==> src/hw/at3_pkg.sv <==
// ============================================================
// shared constants for the auto-reload timer
package at3_pkg;
  // ============================================================
  // special function register addresses
  localparam logic [7:0] AT3_ADDR_CTRL = 8'h91; // control, bit-addressable
  localparam logic [7:0] AT3_ADDR_RL_L = 8'h92; // reload low byte
  localparam logic [7:0] AT3_ADDR_RL_H = 8'h93; // reload high byte
  localparam logic [7:0] AT3_ADDR_CNT_L = 8'h94; // count low byte
  localparam logic [7:0] AT3_ADDR_CNT_H = 8'h95; // count high byte

  // ============================================================
  // control register field positions
  localparam int AT3_BIT_FLAG_H = 7; // high overflow flag
  localparam int AT3_BIT_FLAG_L = 6; // low overflow flag
  localparam int AT3_BIT_LOW_IE = 5; // low overflow irq enable
  localparam int AT3_BIT_SPLIT = 3; // split mode select
  localparam int AT3_BIT_RUN = 2; // run control
  localparam int AT3_BIT_XCLK = 0; // external clock select
  // bits 4 and 1 are unused: never stored, read zero
  localparam logic [7:0] AT3_CTRL_MASK = 8'hed;

  // ============================================================
  // reset values
  localparam logic [7:0] AT3_CTRL_RESET = 8'h00;
  localparam logic [7:0] AT3_BYTE_RESET = 8'h00;
  localparam logic [7:0] AT3_BYTE_MAX = 8'hff; // wrap point of one byte
  localparam logic [15:0] AT3_WORD_MAX = 16'hffff; // wrap point of 16 bits

  // ============================================================
  // count clock prescale ratios
  localparam int AT3_SYS_DIV = 12; // system clock divider
  localparam int AT3_EXT_DIV = 8; // external oscillator divider

  // ============================================================
  // operating mode, one-hot
  typedef enum logic [1:0] {
    AT3_MODE_WIDE = 2'b01, // one 16-bit counter
    AT3_MODE_SPLIT = 2'b10 // two 8-bit counters
  } at3_mode_type;
endpackage : at3_pkg

==> src/hw/at3_timer.sv <==
`timescale 1ns/1ps
// ============================================================
// 16-bit auto-reload timer, splittable into two 8-bit timers
//
// Contract
// 16-bit wrap reloads and sets high flag
// control bit 3 selects split mode
// system_clock, system_clock/12, synchronised external/8
// 16-bit overflow requests irq when enabled
// low-byte wrap requests irq with low enable
// split counters reload from own reload byte
// split mode run gates only high byte
// per-byte select plus shared external select
// split high wrap sets high flag
// split irq on high, either with enable
// low wrap sets low flag, both modes
// flags cleared only by software writes
// software checks both flags when enabled
// control bit layout, bit 4 zero
// control at 0x91, bit-addressable
// set high flag with irq enable vectors
// bit 0 picks system_clock/12 or external/8
// bit 2 runs counter, bit 1 zero
// 16-bit mode uses low-byte clock select
module at3_timer
  import at3_pkg::*;
(
  input wire logic sys_clk_in, // system clock, 200 MHz
  input wire logic rst_b_in, // synchronous reset, active low
  input wire logic [7:0] sfr_addr_in, // register address
  input wire logic sfr_wr_in, // byte write strobe
  input wire logic [7:0] sfr_wdata_in, // byte write data
  input wire logic sfr_bit_wr_in, // single-bit write strobe
  input wire logic [2:0] sfr_bit_sel_in, // bit index for bit write
  input wire logic sfr_bit_val_in, // bit value for bit write
  input wire logic sfr_rd_in, // read strobe
  input wire logic timer_irq_enable_in, // timer interrupt enable
  input wire logic high_byte_clock_select_in, // 1: system clock for high
  input wire logic low_byte_clock_select_in, // 1: system clock for low
  input wire logic ext_osc_in, // external oscillator level
  output logic [7:0] sfr_rdata_out, // read data, one cycle after strobe
  output logic irq_request_out // interrupt request level
);
  // ============================================================
  // state
  logic [7:0] ctrl_reg, ctrl_next; // control register
  logic [7:0] rl_l_reg, rl_l_next; // reload low byte
  logic [7:0] rl_h_reg, rl_h_next; // reload high byte
  logic [7:0] cnt_l_reg, cnt_l_next; // count low byte
  logic [7:0] cnt_h_reg, cnt_h_next; // count high byte
  logic [7:0] rdata_reg, rdata_next; // read data holding
  logic irq_reg, irq_next; // interrupt request
  logic ext_meta_reg, ext_sync_reg, ext_last_reg; // oscillator sync
  logic ext_edge; // rising edge of synced oscillator
  logic sys12_tick, ext8_tick; // prescaled enables
  logic tick_l, tick_h; // per-byte count enables
  logic ev_ovf_l, ev_ovf_h; // overflow events this cycle
  logic ctrl_wr; // byte write to control
  at3_mode_type mode; // current operating mode

  // ============================================================
  // prescalers
  at3_rate_div #(.DIV_RATIO(AT3_SYS_DIV)) u_sys_div (
    .sys_clk_in(sys_clk_in),
    .rst_b_in(rst_b_in),
    .tick_in(1'b1),
    .pulse_out(sys12_tick)
  );

  // only the second sync stage feeds the edge detector
  assign ext_edge = ext_sync_reg & ~ext_last_reg;

  at3_rate_div #(.DIV_RATIO(AT3_EXT_DIV)) u_ext_div (
    .sys_clk_in(sys_clk_in),
    .rst_b_in(rst_b_in),
    .tick_in(ext_edge),
    .pulse_out(ext8_tick)
  );

  // ============================================================
  // clock source selection per byte
  always_comb
  begin
    // external bit picks the slow source, select bit overrides it
    tick_l = low_byte_clock_select_in ? 1'b1 :
      (ctrl_reg[AT3_BIT_XCLK] ? ext8_tick : sys12_tick);
    tick_h = high_byte_clock_select_in ? 1'b1 :
      (ctrl_reg[AT3_BIT_XCLK] ? ext8_tick : sys12_tick);
    mode = ctrl_reg[AT3_BIT_SPLIT] ? AT3_MODE_SPLIT : AT3_MODE_WIDE;
  end

  assign ctrl_wr = sfr_wr_in && (sfr_addr_in == AT3_ADDR_CTRL);

  // ============================================================
  // counting, register writes, flags, read data
  always_comb
  begin
    cnt_l_next = cnt_l_reg;
    cnt_h_next = cnt_h_reg;
    rl_l_next = rl_l_reg;
    rl_h_next = rl_h_reg;
    ctrl_next = ctrl_reg;
    rdata_next = rdata_reg;
    ev_ovf_l = 1'b0;
    ev_ovf_h = 1'b0;
    case (mode)
      AT3_MODE_WIDE:
      begin
        // one counter, clocked from the low-byte source
        if (ctrl_reg[AT3_BIT_RUN] && tick_l)
        begin
          ev_ovf_l = (cnt_l_reg == AT3_BYTE_MAX);
          if ({cnt_h_reg, cnt_l_reg} == AT3_WORD_MAX)
          begin
            {cnt_h_next, cnt_l_next} = {rl_h_reg, rl_l_reg};
            ev_ovf_h = 1'b1;
          end
          else
          begin
            {cnt_h_next, cnt_l_next} = {cnt_h_reg, cnt_l_reg} + 16'h0001;
          end
        end
      end
      AT3_MODE_SPLIT:
      begin
        // low byte ignores run control
        if (tick_l)
        begin
          if (cnt_l_reg == AT3_BYTE_MAX)
          begin
            cnt_l_next = rl_l_reg;
            ev_ovf_l = 1'b1;
          end
          else
          begin
            cnt_l_next = cnt_l_reg + 8'h01;
          end
        end
        if (ctrl_reg[AT3_BIT_RUN] && tick_h)
        begin
          if (cnt_h_reg == AT3_BYTE_MAX)
          begin
            cnt_h_next = rl_h_reg;
            ev_ovf_h = 1'b1;
          end
          else
          begin
            cnt_h_next = cnt_h_reg + 8'h01;
          end
        end
      end
      default:
      begin
        cnt_l_next = cnt_l_reg;
      end
    endcase
    // software byte writes win over counting
    if (sfr_wr_in)
    begin
      if (sfr_addr_in == AT3_ADDR_CTRL)
      begin
        ctrl_next = sfr_wdata_in;
      end
      else if (sfr_addr_in == AT3_ADDR_RL_L)
      begin
        rl_l_next = sfr_wdata_in;
      end
      else if (sfr_addr_in == AT3_ADDR_RL_H)
      begin
        rl_h_next = sfr_wdata_in;
      end
      else if (sfr_addr_in == AT3_ADDR_CNT_L)
      begin
        cnt_l_next = sfr_wdata_in;
      end
      else if (sfr_addr_in == AT3_ADDR_CNT_H)
      begin
        cnt_h_next = sfr_wdata_in;
      end
    end
    // single-bit write to control only
    if (sfr_bit_wr_in && (sfr_addr_in == AT3_ADDR_CTRL))
    begin
      ctrl_next[sfr_bit_sel_in] = sfr_bit_val_in;
    end
    ctrl_next = ctrl_next & AT3_CTRL_MASK;
    // hardware only sets flags; a set beats a same-cycle clear
    ctrl_next[AT3_BIT_FLAG_H] = ctrl_next[AT3_BIT_FLAG_H] | ev_ovf_h;
    ctrl_next[AT3_BIT_FLAG_L] = ctrl_next[AT3_BIT_FLAG_L] | ev_ovf_l;
    // read data, unmapped addresses read zero
    if (sfr_rd_in)
    begin
      if (sfr_addr_in == AT3_ADDR_CTRL)
      begin
        rdata_next = ctrl_reg & AT3_CTRL_MASK;
      end
      else if (sfr_addr_in == AT3_ADDR_RL_L)
      begin
        rdata_next = rl_l_reg;
      end
      else if (sfr_addr_in == AT3_ADDR_RL_H)
      begin
        rdata_next = rl_h_reg;
      end
      else if (sfr_addr_in == AT3_ADDR_CNT_L)
      begin
        rdata_next = cnt_l_reg;
      end
      else if (sfr_addr_in == AT3_ADDR_CNT_H)
      begin
        rdata_next = cnt_h_reg;
      end
      else
      begin
        rdata_next = AT3_BYTE_RESET;
      end
    end
    // request follows flags; software must inspect both flags
    irq_next = timer_irq_enable_in & (ctrl_reg[AT3_BIT_FLAG_H] |
      (ctrl_reg[AT3_BIT_LOW_IE] & ctrl_reg[AT3_BIT_FLAG_L]));
  end

  // ============================================================
  // registers
  always_ff @(posedge sys_clk_in)
  begin
    if (!rst_b_in)
    begin
      ctrl_reg <= AT3_CTRL_RESET;
      rl_l_reg <= AT3_BYTE_RESET;
      rl_h_reg <= AT3_BYTE_RESET;
      cnt_l_reg <= AT3_BYTE_RESET;
      cnt_h_reg <= AT3_BYTE_RESET;
      rdata_reg <= AT3_BYTE_RESET;
      irq_reg <= 1'b0;
      ext_meta_reg <= 1'b0;
      ext_sync_reg <= 1'b0;
      ext_last_reg <= 1'b0;
    end
    else
    begin
      ctrl_reg <= ctrl_next;
      rl_l_reg <= rl_l_next;
      rl_h_reg <= rl_h_next;
      cnt_l_reg <= cnt_l_next;
      cnt_h_reg <= cnt_h_next;
      rdata_reg <= rdata_next;
      irq_reg <= irq_next;
      ext_meta_reg <= ext_osc_in;
      ext_sync_reg <= ext_meta_reg;
      ext_last_reg <= ext_sync_reg;
    end
  end

  assign sfr_rdata_out = rdata_reg;
  assign irq_request_out = irq_reg;
endmodule : at3_timer

==> src/hw/at3_rate_div.sv <==
`timescale 1ns/1ps
// ============================================================
// divides a stream of tick enables into one pulse per ratio ticks
module at3_rate_div
  import at3_pkg::*;
#(
  parameter int DIV_RATIO = 12 // ticks per output pulse
)(
  input wire logic sys_clk_in, // system clock
  input wire logic rst_b_in, // synchronous reset, active low
  input wire logic tick_in, // one-cycle input enable
  output logic pulse_out // one-cycle enable every ratio ticks
);
  localparam int CW = (DIV_RATIO > 2) ? $clog2(DIV_RATIO) : 1;
  localparam logic [CW-1:0] LAST = CW'(DIV_RATIO - 1);

  // ============================================================
  // elaboration check
  generate
    if (DIV_RATIO < 2)
    begin : g_bad_ratio
      $error("at3_rate_div: ratio below two");
    end
  endgenerate

  logic [CW-1:0] cnt_reg; // ticks seen in this period
  logic [CW-1:0] cnt_next;
  logic pulse_reg; // registered pulse
  logic pulse_next;

  // ============================================================
  // next count and pulse
  always_comb
  begin
    cnt_next = cnt_reg;
    pulse_next = 1'b0;
    if (tick_in)
    begin
      if (cnt_reg == LAST)
      begin
        cnt_next = '0;
        pulse_next = 1'b1; // period complete
      end
      else
      begin
        cnt_next = cnt_reg + CW'(1);
      end
    end
  end

  // ============================================================
  // registers
  always_ff @(posedge sys_clk_in)
  begin
    if (!rst_b_in)
    begin
      cnt_reg <= '0;
      pulse_reg <= 1'b0;
    end
    else
    begin
      cnt_reg <= cnt_next;
      pulse_reg <= pulse_next;
    end
  end

  assign pulse_out = pulse_reg;
endmodule : at3_rate_div

==> config.mk <==
export PLATFORM = sky130hd
export DESIGN_NAME = at3_timer
export DESIGN_NICKNAME = d
export VERILOG_FILES = /design/src/hw/at3_pkg.sv /design/src/hw/at3_timer.sv /design/src/hw/at3_rate_div.sv
export SDC_FILE = /design/constraint.sdc
export NUM_CORES = 1
export LEC_CHECK = 0
export ABC_AREA = 1
export BUFFER_PORTS_ARGS = -buffer_cell sky130_fd_sc_hd__buf_2
export CAP_MARGIN = 10
export CORE_MARGIN = 10
export CORE_UTILIZATION = 30
export DETAILED_ROUTE_END_ITERATION = 8
export GPL_TIMING_DRIVEN = 0
export SLEW_MARGIN = 20
export SYNTH_ARGS = -nofsm -noshare
export SYNTH_HDL_FRONTEND = slang
export SYNTH_HIERARCHICAL = 1
export SYNTH_SLANG_ARGS = --single-unit
==> constraint.sdc <==
create_clock -name sys_clk_in -period 4.12 [get_ports sys_clk_in]
set_input_delay 0.206 -clock sys_clk_in [delete_from_list [all_inputs] [get_ports sys_clk_in]]
set_output_delay 0.206 -clock sys_clk_in [all_outputs]
set_load 0.03 [all_outputs]
# Word-level counts from Yosys, hierarchy flattened
# Index checks and enable logic that the tools add are counted.
dict set report totals {
  ff_bits 61
  in_bits 29
  wordCells 100
}
dict set report classes {
  add_sub_neg 5
  order_cmp 2
  eq_ne 12
  n_mux 48
  bitwise_logic 10
  reduce_logical 8
}
# operator n
set op_table {}
lappend op_table {{$mux 8} 27}
lappend op_table {{$eq 8x8->1 const B} 7}
lappend op_table {{$pmux 8 s2} 2}
lappend op_table {{$add 16x1->16 const B} 1}
lappend op_table {{$add 8x1->8 const B} 2}
lappend op_table {{$eq 16x16->1 const B} 1}
lappend op_table {{$mux 1} 13}
lappend op_table {{$bwmux 8} 1}
lappend op_table {{$add 4x1->4 const B} 1}
lappend op_table {{$eq 4x4->1 const B} 1}
lappend op_table {{$logic_and 1x1->1} 4}
lappend op_table {{$lt 3x4->1 const B} 1}
lappend op_table {{$not 1->1} 4}
lappend op_table {{$pmux 1 s2} 2}
lappend op_table {{$reduce_and 4->1} 1}
lappend op_table {{$add 3x1->3 const B} 1}
lappend op_table {{$and 1x1->1} 3}
lappend op_table {{$demux 1 s3} 1}
lappend op_table {{$eq 3x3->1 const B} 1}
lappend op_table {{$ge 3x1->1 const B} 1}
lappend op_table {{$mux 3} 1}
lappend op_table {{$or 1x1->1} 3}
lappend op_table {{$reduce_and 3->1} 1}
lappend op_table {{$eq 2x1->1 const B} 1}
lappend op_table {{other kinds (4)} 4}

# Depth between registers and ports, before layout
# Gate-level depths: netlist (run 1).
dict set report depth {
  word_depth 11
  mapped_depth 12
  ltp_nobuf 12
}

# Cells and area by module
# The synthesis (run 1) kept the hierarchy.
# mod n_inst cells_each area_each_um2 seq_area_each_um2
set by_module_without_submodules {}
lappend by_module_without_submodules {at3_timer 1 557 3417.0 1001.0}
lappend by_module_without_submodules {{at3_rate_div at u_sys_div} 1 29 215.2 100.1}
lappend by_module_without_submodules {{at3_rate_div at u_ext_div} 1 21 168.9 80.1}

# Worst setup path before layout (run 1)
# OpenSTA, ideal clock, no wires.
dict set report synth_timing {
  path_type {flip-flop to flip-flop}
  from {register cnt_l_reg[0]}
  to {register cnt_h_reg[6]}
  t_arrival_ns 1.530
  t_required_ns 4.003
  path_slack_ns 2.473
  stages_incl_launch_ff 12
  n_path_buf 1
  period_less_slack_ns 1.647
  cell_sequence {dfxtp_1 > ha_1 > nand2_1 > nor2_2 > nand2_2 > buf_6 > o21ai_0 > nand3_1 > nand2_1 > nand2_1 > a21oi_1 > nor2_1}
}
dict set report synth_between {
  elab_chain_cells 10
}
# item line_no
set synth_rtl {}
lappend synth_rtl {{start, declared} at3_timer.sv:49} ;# logic [7:0] cnt_l_reg, cnt_l_next;
lappend synth_rtl {{start signal, assigned} at3_timer.sv:245} ;# cnt_l_reg <= cnt_l_next;
lappend synth_rtl {{$add 16x1->16 / $eq 16x16->1 (equally long branches)} {at3_timer.sv:120, at3_timer.sv:113}}
lappend synth_rtl {{$mux 8 *} at3_timer.sv:113} ;# if ({cnt_h_reg, cnt_l_reg} == AT3_WORD_MAX)
lappend synth_rtl {{$mux 8 *} at3_timer.sv:110} ;# if (ctrl_reg[AT3_BIT_RUN] && tick_l)
lappend synth_rtl {{$pmux 8 s2 *} at3_timer.sv:106} ;# case (mode)
lappend synth_rtl {{$mux 8} at3_timer.sv:176} ;# else if (sfr_addr_in == AT3_ADDR_CNT_H)
lappend synth_rtl {{$mux 8} at3_timer.sv:172} ;# else if (sfr_addr_in == AT3_ADDR_CNT_L)
lappend synth_rtl {{$mux 8} at3_timer.sv:168} ;# else if (sfr_addr_in == AT3_ADDR_RL_H)
lappend synth_rtl {{$mux 8} at3_timer.sv:164} ;# else if (sfr_addr_in == AT3_ADDR_RL_L)
lappend synth_rtl {{$mux 8} at3_timer.sv:160} ;# if (sfr_addr_in == AT3_ADDR_CTRL)
lappend synth_rtl {{$mux 8 *} at3_timer.sv:158} ;# if (sfr_wr_in)
lappend synth_rtl {{end signal, assigned} at3_timer.sv:246} ;# cnt_h_reg <= cnt_h_next;
lappend synth_rtl {{end, declared} at3_timer.sv:50} ;# logic [7:0] cnt_h_reg, cnt_h_next;
# Mark *: on every way between the ends. The rest lies on a longest branch, timed or not.
# A chain may end at the register's enable or synchronous reset.

# Worst setup path in the final report (run 1)
dict set report layout_timing {
  from {register cnt_h_reg[1]}
  to {register cnt_h_reg[7]}
}
dict set report layout_between {
  elab_chain_cells 10
}
# item line_no
set layout_rtl {}
lappend layout_rtl {{$add 16x1->16, or another cell as far along} at3_timer.sv:120} ;# {cnt_h_next, cnt_l_next} = {cnt_h_reg, cnt_l_reg} + 16'h0001;
lappend layout_rtl {{$mux 8, on equally long branches} {at3_timer.sv:113, at3_timer.sv:141}}
lappend layout_rtl {{$mux 8, on equally long branches} {at3_timer.sv:110, at3_timer.sv:139}}
lappend layout_rtl {{$pmux 8 s2 *} at3_timer.sv:106}
lappend layout_rtl {{$mux 8} at3_timer.sv:176}
lappend layout_rtl {{$mux 8} at3_timer.sv:172}
lappend layout_rtl {{$mux 8} at3_timer.sv:168}
lappend layout_rtl {{$mux 8} at3_timer.sv:164}
lappend layout_rtl {{$mux 8} at3_timer.sv:160}
lappend layout_rtl {{$mux 8 *} at3_timer.sv:158}
# Marks and branches as above.

==> results of run 1 <==
==> cells by family (layout without fill, tap and decap cells) <==
kind of cell    after synthesis  count (layout)  synth area share (%)
compound gates              146             146                  20.6
xor+xnor                      5               5                  1.15
flops                        59              59                  31.1
simple gates                293             293                  34.9
buf+inv                      98             149                  10.5
other cells                   1               6                0.0987
fa+ha+maj                     5               5                  1.65
==> power by group <==
group / internal (uW) / total, uW / switching [uW]
logic: 28.9 / 94.3 / 65.4
clock network: 431 / 691 / 259
registers: 579 / 584 / 4.82
total: 1040 / 1370 / 330
==> cells in the mapped netlist, drive strengths merged <==
cell | instances | area, um^2
nand3b | 2 | 15.0
o21ai | 66 | 330
a31oi | 5 | 31.3
a21o | 1 | 7.51
conb | 1 | 3.75
xnor2 | 1 | 8.76
o211ai | 12 | 90.1
nand3 | 45 | 230
xor2 | 4 | 35.0
nand2 | 157 | 619
a211oi | 1 | 7.51
inv | 79 | 299
dfxtp | 59 | 1180
nor3 | 12 | 87.6
buf | 8 | 58.8
o22ai | 1 | 6.26
clkinv | 2 | 7.51
clkbuf | 9 | 33.8
and2 | 1 | 6.26
a21oi | 60 | 312
ha | 5 | 62.6
nand4 | 6 | 43.8
or2 | 2 | 12.5
nor2 | 65 | 293
nor4 | 3 | 18.8
==> final cells by class <==
| class | count | share of cell area (%) |
|---|---|---|
| buffer | 17 | 2.06 |
| tap | 172 | 4.79 |
| clock buffer | 12 | 5.71 |
| timing repair buffer | 37 | 4.12 |
| inverter | 81 | 6.83 |
| clock inverter | 2 | 0.279 |
| sequential | 59 | 26.3 |
| multi-input combinational | 455 | 49.9 |
==> worst max-delay path by stage <==
| stage | to | cells after the start |
|---|---|---|
| after global placement | cnt_h_reg[7]$_SDFF_PN0_ | 11 |
| final | cnt_h_reg[7]$_SDFF_PN0_ | 11 |
| after global routing | cnt_h_reg[4]$_SDFF_PN0_ | 12 |
| after floorplan | cnt_h_reg[6]$_SDFF_PN0_ | 11 |
| after detailed placement | cnt_h_reg[4]$_SDFF_PN0_ | 12 |
| after CTS | cnt_h_reg[7]$_SDFF_PN0_ | 11 |
==> worst max-delay path, cell delays in order (launching register included) <==
cell and delay (ns):
dfxtp_1 0.45, ha_1 0.23, nand2_1 0.09, nor2_1 0.18, nand2_4 0.15, inv_1 0.19, nand3_1 0.12, nand2_1 0.17
nand2_1 0.08, nand2_1 0.06, nor2_1 0.05, a21oi_1 0.15
==> through the flow <==
step	utilization, %	total power (uW)	instances	area (um^2)	worst slack, ns
floorplan	-	645	612	3820	2.47
global placement	33.7	689	821	4220	2.17
detailed placement	33.7	689	821	4220	2.15
CTS	35.9	1380	835	4490	2.11
global route	35.9	1420	835	4490	1.92
finish	35.9	1370	835	4490	2.09
==> cells in the final DEF (no fill, tap or decap), types with 10 or more instances in the layout <==
cell type,count
nand2_1,149
inv_1,74
dfxtp_1,59
nor2_1,57
a21oi_1,57
o21ai_0,55
nand3_1,44
buf_2,42
o211ai_1,12
o21ai_1,11
clkbuf_1,10
==> layer usage <==
layer	routed length (um)	part of all wire [%]	vias to the layer above	track usage, %
met5	0	0	-	0
met4	189	1.5	0	3.36
met2	5810	46	145	23.3
met3	820	6.5	15	3.18
met1	5780	46	1888	18.2
li1	-	-	2093	-
==> flow_metrics.tcl, run 1 <==
set metrics [dict create \
    outcome "complete, no violations" \
    cts.sinks 59 \
    place.gp.congestion 0.927 \
    finalSetupTns_ns 0 \
    syn_to_final_growth_pct 18.1 \
    clock_skew_ns 0.00759 \
    clock_latency_ns 0.33 \
    avgSynthCellArea_um2 6.26 \
    finalSetupViolations 0 \
    hold_viol_final 0 \
    totalWireLength_um 12600 \
    crit_fanout 9 \
    clockBufferDepth 2 \
    overflow 0 \
    num_rows 41 \
    maxSlewViolCount 0 \
    drive_gt1_share_pct 13.1 \
    clk_pin_slew_ns 0.05 \
    h-tree-depth 3 \
    cp-startpoint "cnt_h_reg[1]$_SDFF_PN0_" \
    slew_headroom_pct 38.3 \
    fp.dieH_um 133 \
    first_pass_iters 5 \
    grt_max_degree 11 \
    grt_pass1_vias 3781 \
    rrSetupSlack_ns 2.09 \
    grt_pass1_wl_um 20300 \
    min_period_over_period_pct 49.2 \
    port_buffers 37 \
    fillers 1451 \
    worstReg2RegEnd "cnt_h_reg[7]$_SDFF_PN0_" \
    drtIter0Drc 453 \
    dieArea_um2 17600 \
    drv_cap 0 \
    rr_worst_depth 11 \
    critPathKind "reg -> reg" \
    crit_arrival_ns 2.27 \
    ys_seq_elements 59 \
    synth-seq-area-share_pct 31.1 \
    postCtsSetupBuffers 0 \
    post-route-drc-count 0 \
    fmax_ghz 0.493 \
    multi_input_area_um2 2240 \
    start_util_pct 30.4 \
    worstMarginPinSlew_ns 0.917 \
    end_kind "flip-flop" \
    root_buffer "clkbuf_16" \
    start_kind "flip-flop" \
    diodes 0 \
    r2r_start "cnt_h_reg[1]$_SDFF_PN0_" \
    cts_tree "done" \
    min_path_cells 3 \
    post_cts_resized 0 \
    layout.nets 694 \
    register_area_um2 1180 \
    hp-class "in -> reg" \
    rsz0062_at_grt "no" \
    antenna_found_initial 0 \
    yosysWarnings 6 \
    die_x_um 133 \
    core_um2 12500 \
    ant_nets 0 \
    vdd_ir_drop_max_mv 0.191 \
    ys_types 39 \
    holdBufCountCts 0 \
    hold_start "ext_osc_in" \
    dp_hpwl_um 9730 \
    detail_route.wl_per_cell_um 15.1 \
    whs_ns 0.0634 \
    p_per_area_nw_per_um2 305 \
    p_leak_uw 0.00193 \
    fin_crit_ns 2.03 \
    worstHoldEndpoint "ext_meta_reg$_SDFF_PN0_" \
    vias 4141 \
    cts_buffers 9 \
    track_usage_pct 14.1 \
    crit_required_ns 4.37 \
    vias_per_cell 4.96 \
    syn_area_um2 3800 \
    syn_inst 607 \
    num_io_pins 38 \
]
No activity file was read; power rests on OpenSTA's default activity.
==> run 2, diff against run 1 <==
==> constraint.sdc (replaced) <==
create_clock -name sys_clk_in -period 2 [get_ports sys_clk_in]
set_input_delay 0.1 -clock sys_clk_in [delete_from_list [all_inputs] [get_ports sys_clk_in]]
set_output_delay 0.1 -clock sys_clk_in [all_outputs]
set_load 0.03 [all_outputs]
==> run 2 against run 1 <==
  * Core utilization increased by 0.46 points
  * Non-clock buffer count increased by 3
  * Setup slack got worse by 1.9 ns
  * Clock-buffer cell count unchanged
  * Critical endpoint unchanged
  * Combinational power rose by 110%
  * Die area did not move
  * Cell count rose by 0.36%
==> flow_metrics.tcl, run 2 (synthesized netlist as in run 1, its figures left out) <==
set metrics [dict create \
    outcome "complete, no violations" \
    crit_required_ns 2.21 \
    cts_tree "done" \
    design_area_um2 4550 \
    clock_skew_ns 0.00799 \
    totalWireLength_um 12600 \
    maxSlewViolCount 0 \
    multi_input_area_um2 2250 \
    first_pass_iters 5 \
    crit_arrival_ns 2.03 \
    dp_hpwl_um 9730 \
    drtIter0Drc 434 \
    syn_to_final_growth_pct 19.6 \
    root_buffer "clkbuf_16" \
    ant_nets 0 \
    finalSetupTns_ns 0 \
    critPathKind "reg -> reg" \
    fmax_ghz 0.548 \
    vias_per_cell 5.01 \
    placed_area_um2 4220 \
    h-tree-depth 3 \
    hold_viol_final 0 \
    rsz0062_at_grt "no" \
    worstMarginPinSlew_ns 0.901 \
    end_kind "flip-flop" \
    vias 4196 \
    antenna_found_initial 0 \
    dieArea_um2 17600 \
    fin_crit_ns 1.83 \
    core_um2 12500 \
    port_buffers 37 \
    layout.nets 697 \
    vdd_ir_drop_max_mv 0.397 \
    detail_route.wl_per_cell_um 15.0 \
    fillers 1442 \
    register_area_um2 1190 \
    crit_slowest_cell "dfxtp_1" \
    grt_max_degree 11 \
    p_per_area_nw_per_um2 622 \
    post-route-drc-count 0 \
    p_leak_uw 0.00195 \
    path_common_cell "nand2_1" \
    final_common_cell "nand2_1" \
    whs_ns 0.0786 \
    diodes 0 \
    slowest_delay_ns 0.35 \
    drive_gt1_share_pct 14.6 \
    grt_pass1_wl_um 20400 \
    place.gp.congestion 0.927 \
    min_period_over_period_pct 91.3 \
    start_kind "flip-flop" \
    cts_buffers 9 \
    final_cell_mix "149 x nand2_1, 73 x inv_1, 57 x a21oi_1" \
    die_x_um 133 \
    clockBufferDepth 2 \
    drv_cap 0 \
    finalSetupViolations 0 \
    hp-class "in -> reg" \
    slew_headroom_pct 39.4 \
    grt_pass1_vias 3791 \
    clock_latency_ns 0.33 \
    clk_pin_slew_ns 0.05 \
    overflow 0 \
    start_util_pct 30.4 \
    fp.dieH_um 133 \
    track_usage_pct 14.1 \
    crit_fanout 9 \
    cts.sinks 59 \
    crit_chain "inv_1 -> nand2_1 -> nand3_1 -> nand2_2 -> clkinvlp_4 -> nand3_1 -> nand2_1 -> nand2_1 -> nand2_1 -> nor2_1 -> a21oi_1" \
    num_rows 41 \
    num_io_pins 38 \
]
## run 2: cell type report
cell class | instances | area share (%)
well taps | 172 | 4.73
multi-input cells | 455 | 49.6
repair buffers | 40 | 4.68
clock buffers | 12 | 5.64
flip-flops and latches | 59 | 26.1
plain buffers | 17 | 2.06
clock inverters | 2 | 0.275
inverters | 81 | 6.91
## run 2: metal layers
layer  GRT usage (%)  up-vias  part of all wire, %
li1                -     2099                    -
met1            18.2     1900                   44
met2            23.1      176                   46
met3            3.26       21                  7.6
met4            3.79        0                  2.0
met5               0        -                    0
## run 2: worst max-delay path, delay by kind of cell (launching register included)
| family | cells | cell delay, ns |
|---|---|---|
| AO/OA/AOI/OAI | 1 | 0.08 |
| buffers and inverters | 2 | 0.33 |
| flip-flops | 1 | 0.35 |
| AND/OR/NAND/NOR | 8 | 0.94 |
## run 2: report_power, final
group / internal, uW / total, uW / switching, uW
sequential: 1190 / 1200 / 9.93
combinational: 63.4 / 200 / 137
clock: 889 / 1420 / 535
total: 2140 / 2830 / 682
## run 2: worst paths after layout
check | startpoint | endpoint | slack [ns] | cells after the start
max | ctrl_reg[0]$_SDFF_PN0_ | cnt_h_reg[7]$_SDFF_PN0_ | 0.17 | 11
min | rst_b_in | u_ext_div/pulse_out$_SDFF_PN0_ | 0.08 | 3
max reg2reg | ctrl_reg[0]$_SDFF_PN0_ | cnt_h_reg[7]$_SDFF_PN0_ | 0.17 | 11
min reg2reg | ext_meta_reg$_SDFF_PN0_ | ext_sync_reg$_SDFF_PN0_ | 0.41 | 2
## run 2: what timing repair did
action | 4_1_cts | 5_1_grt
resized for setup | 1 | 12
hold endpoints to repair | 2 | 0
setup buffers | 0 | 1
setup endpoints to repair | 1 | 17
pin swaps | 0 | 1
hold buffers | 2 | 0
## run 2: through the flow
step           utilization (%)  setup WS, ns  cells  total power, uW
2_1_floorplan                -         0.353    612             1330
3_3_place_gp              33.7        0.0458    821             1420
3_5_place_dp              33.7        0.0264    821             1420
4_1_cts                   36.0        0.0166    837             2850
5_1_grt                   36.3        0.0348    838             2920
6_report                  36.3         0.174    838             2830
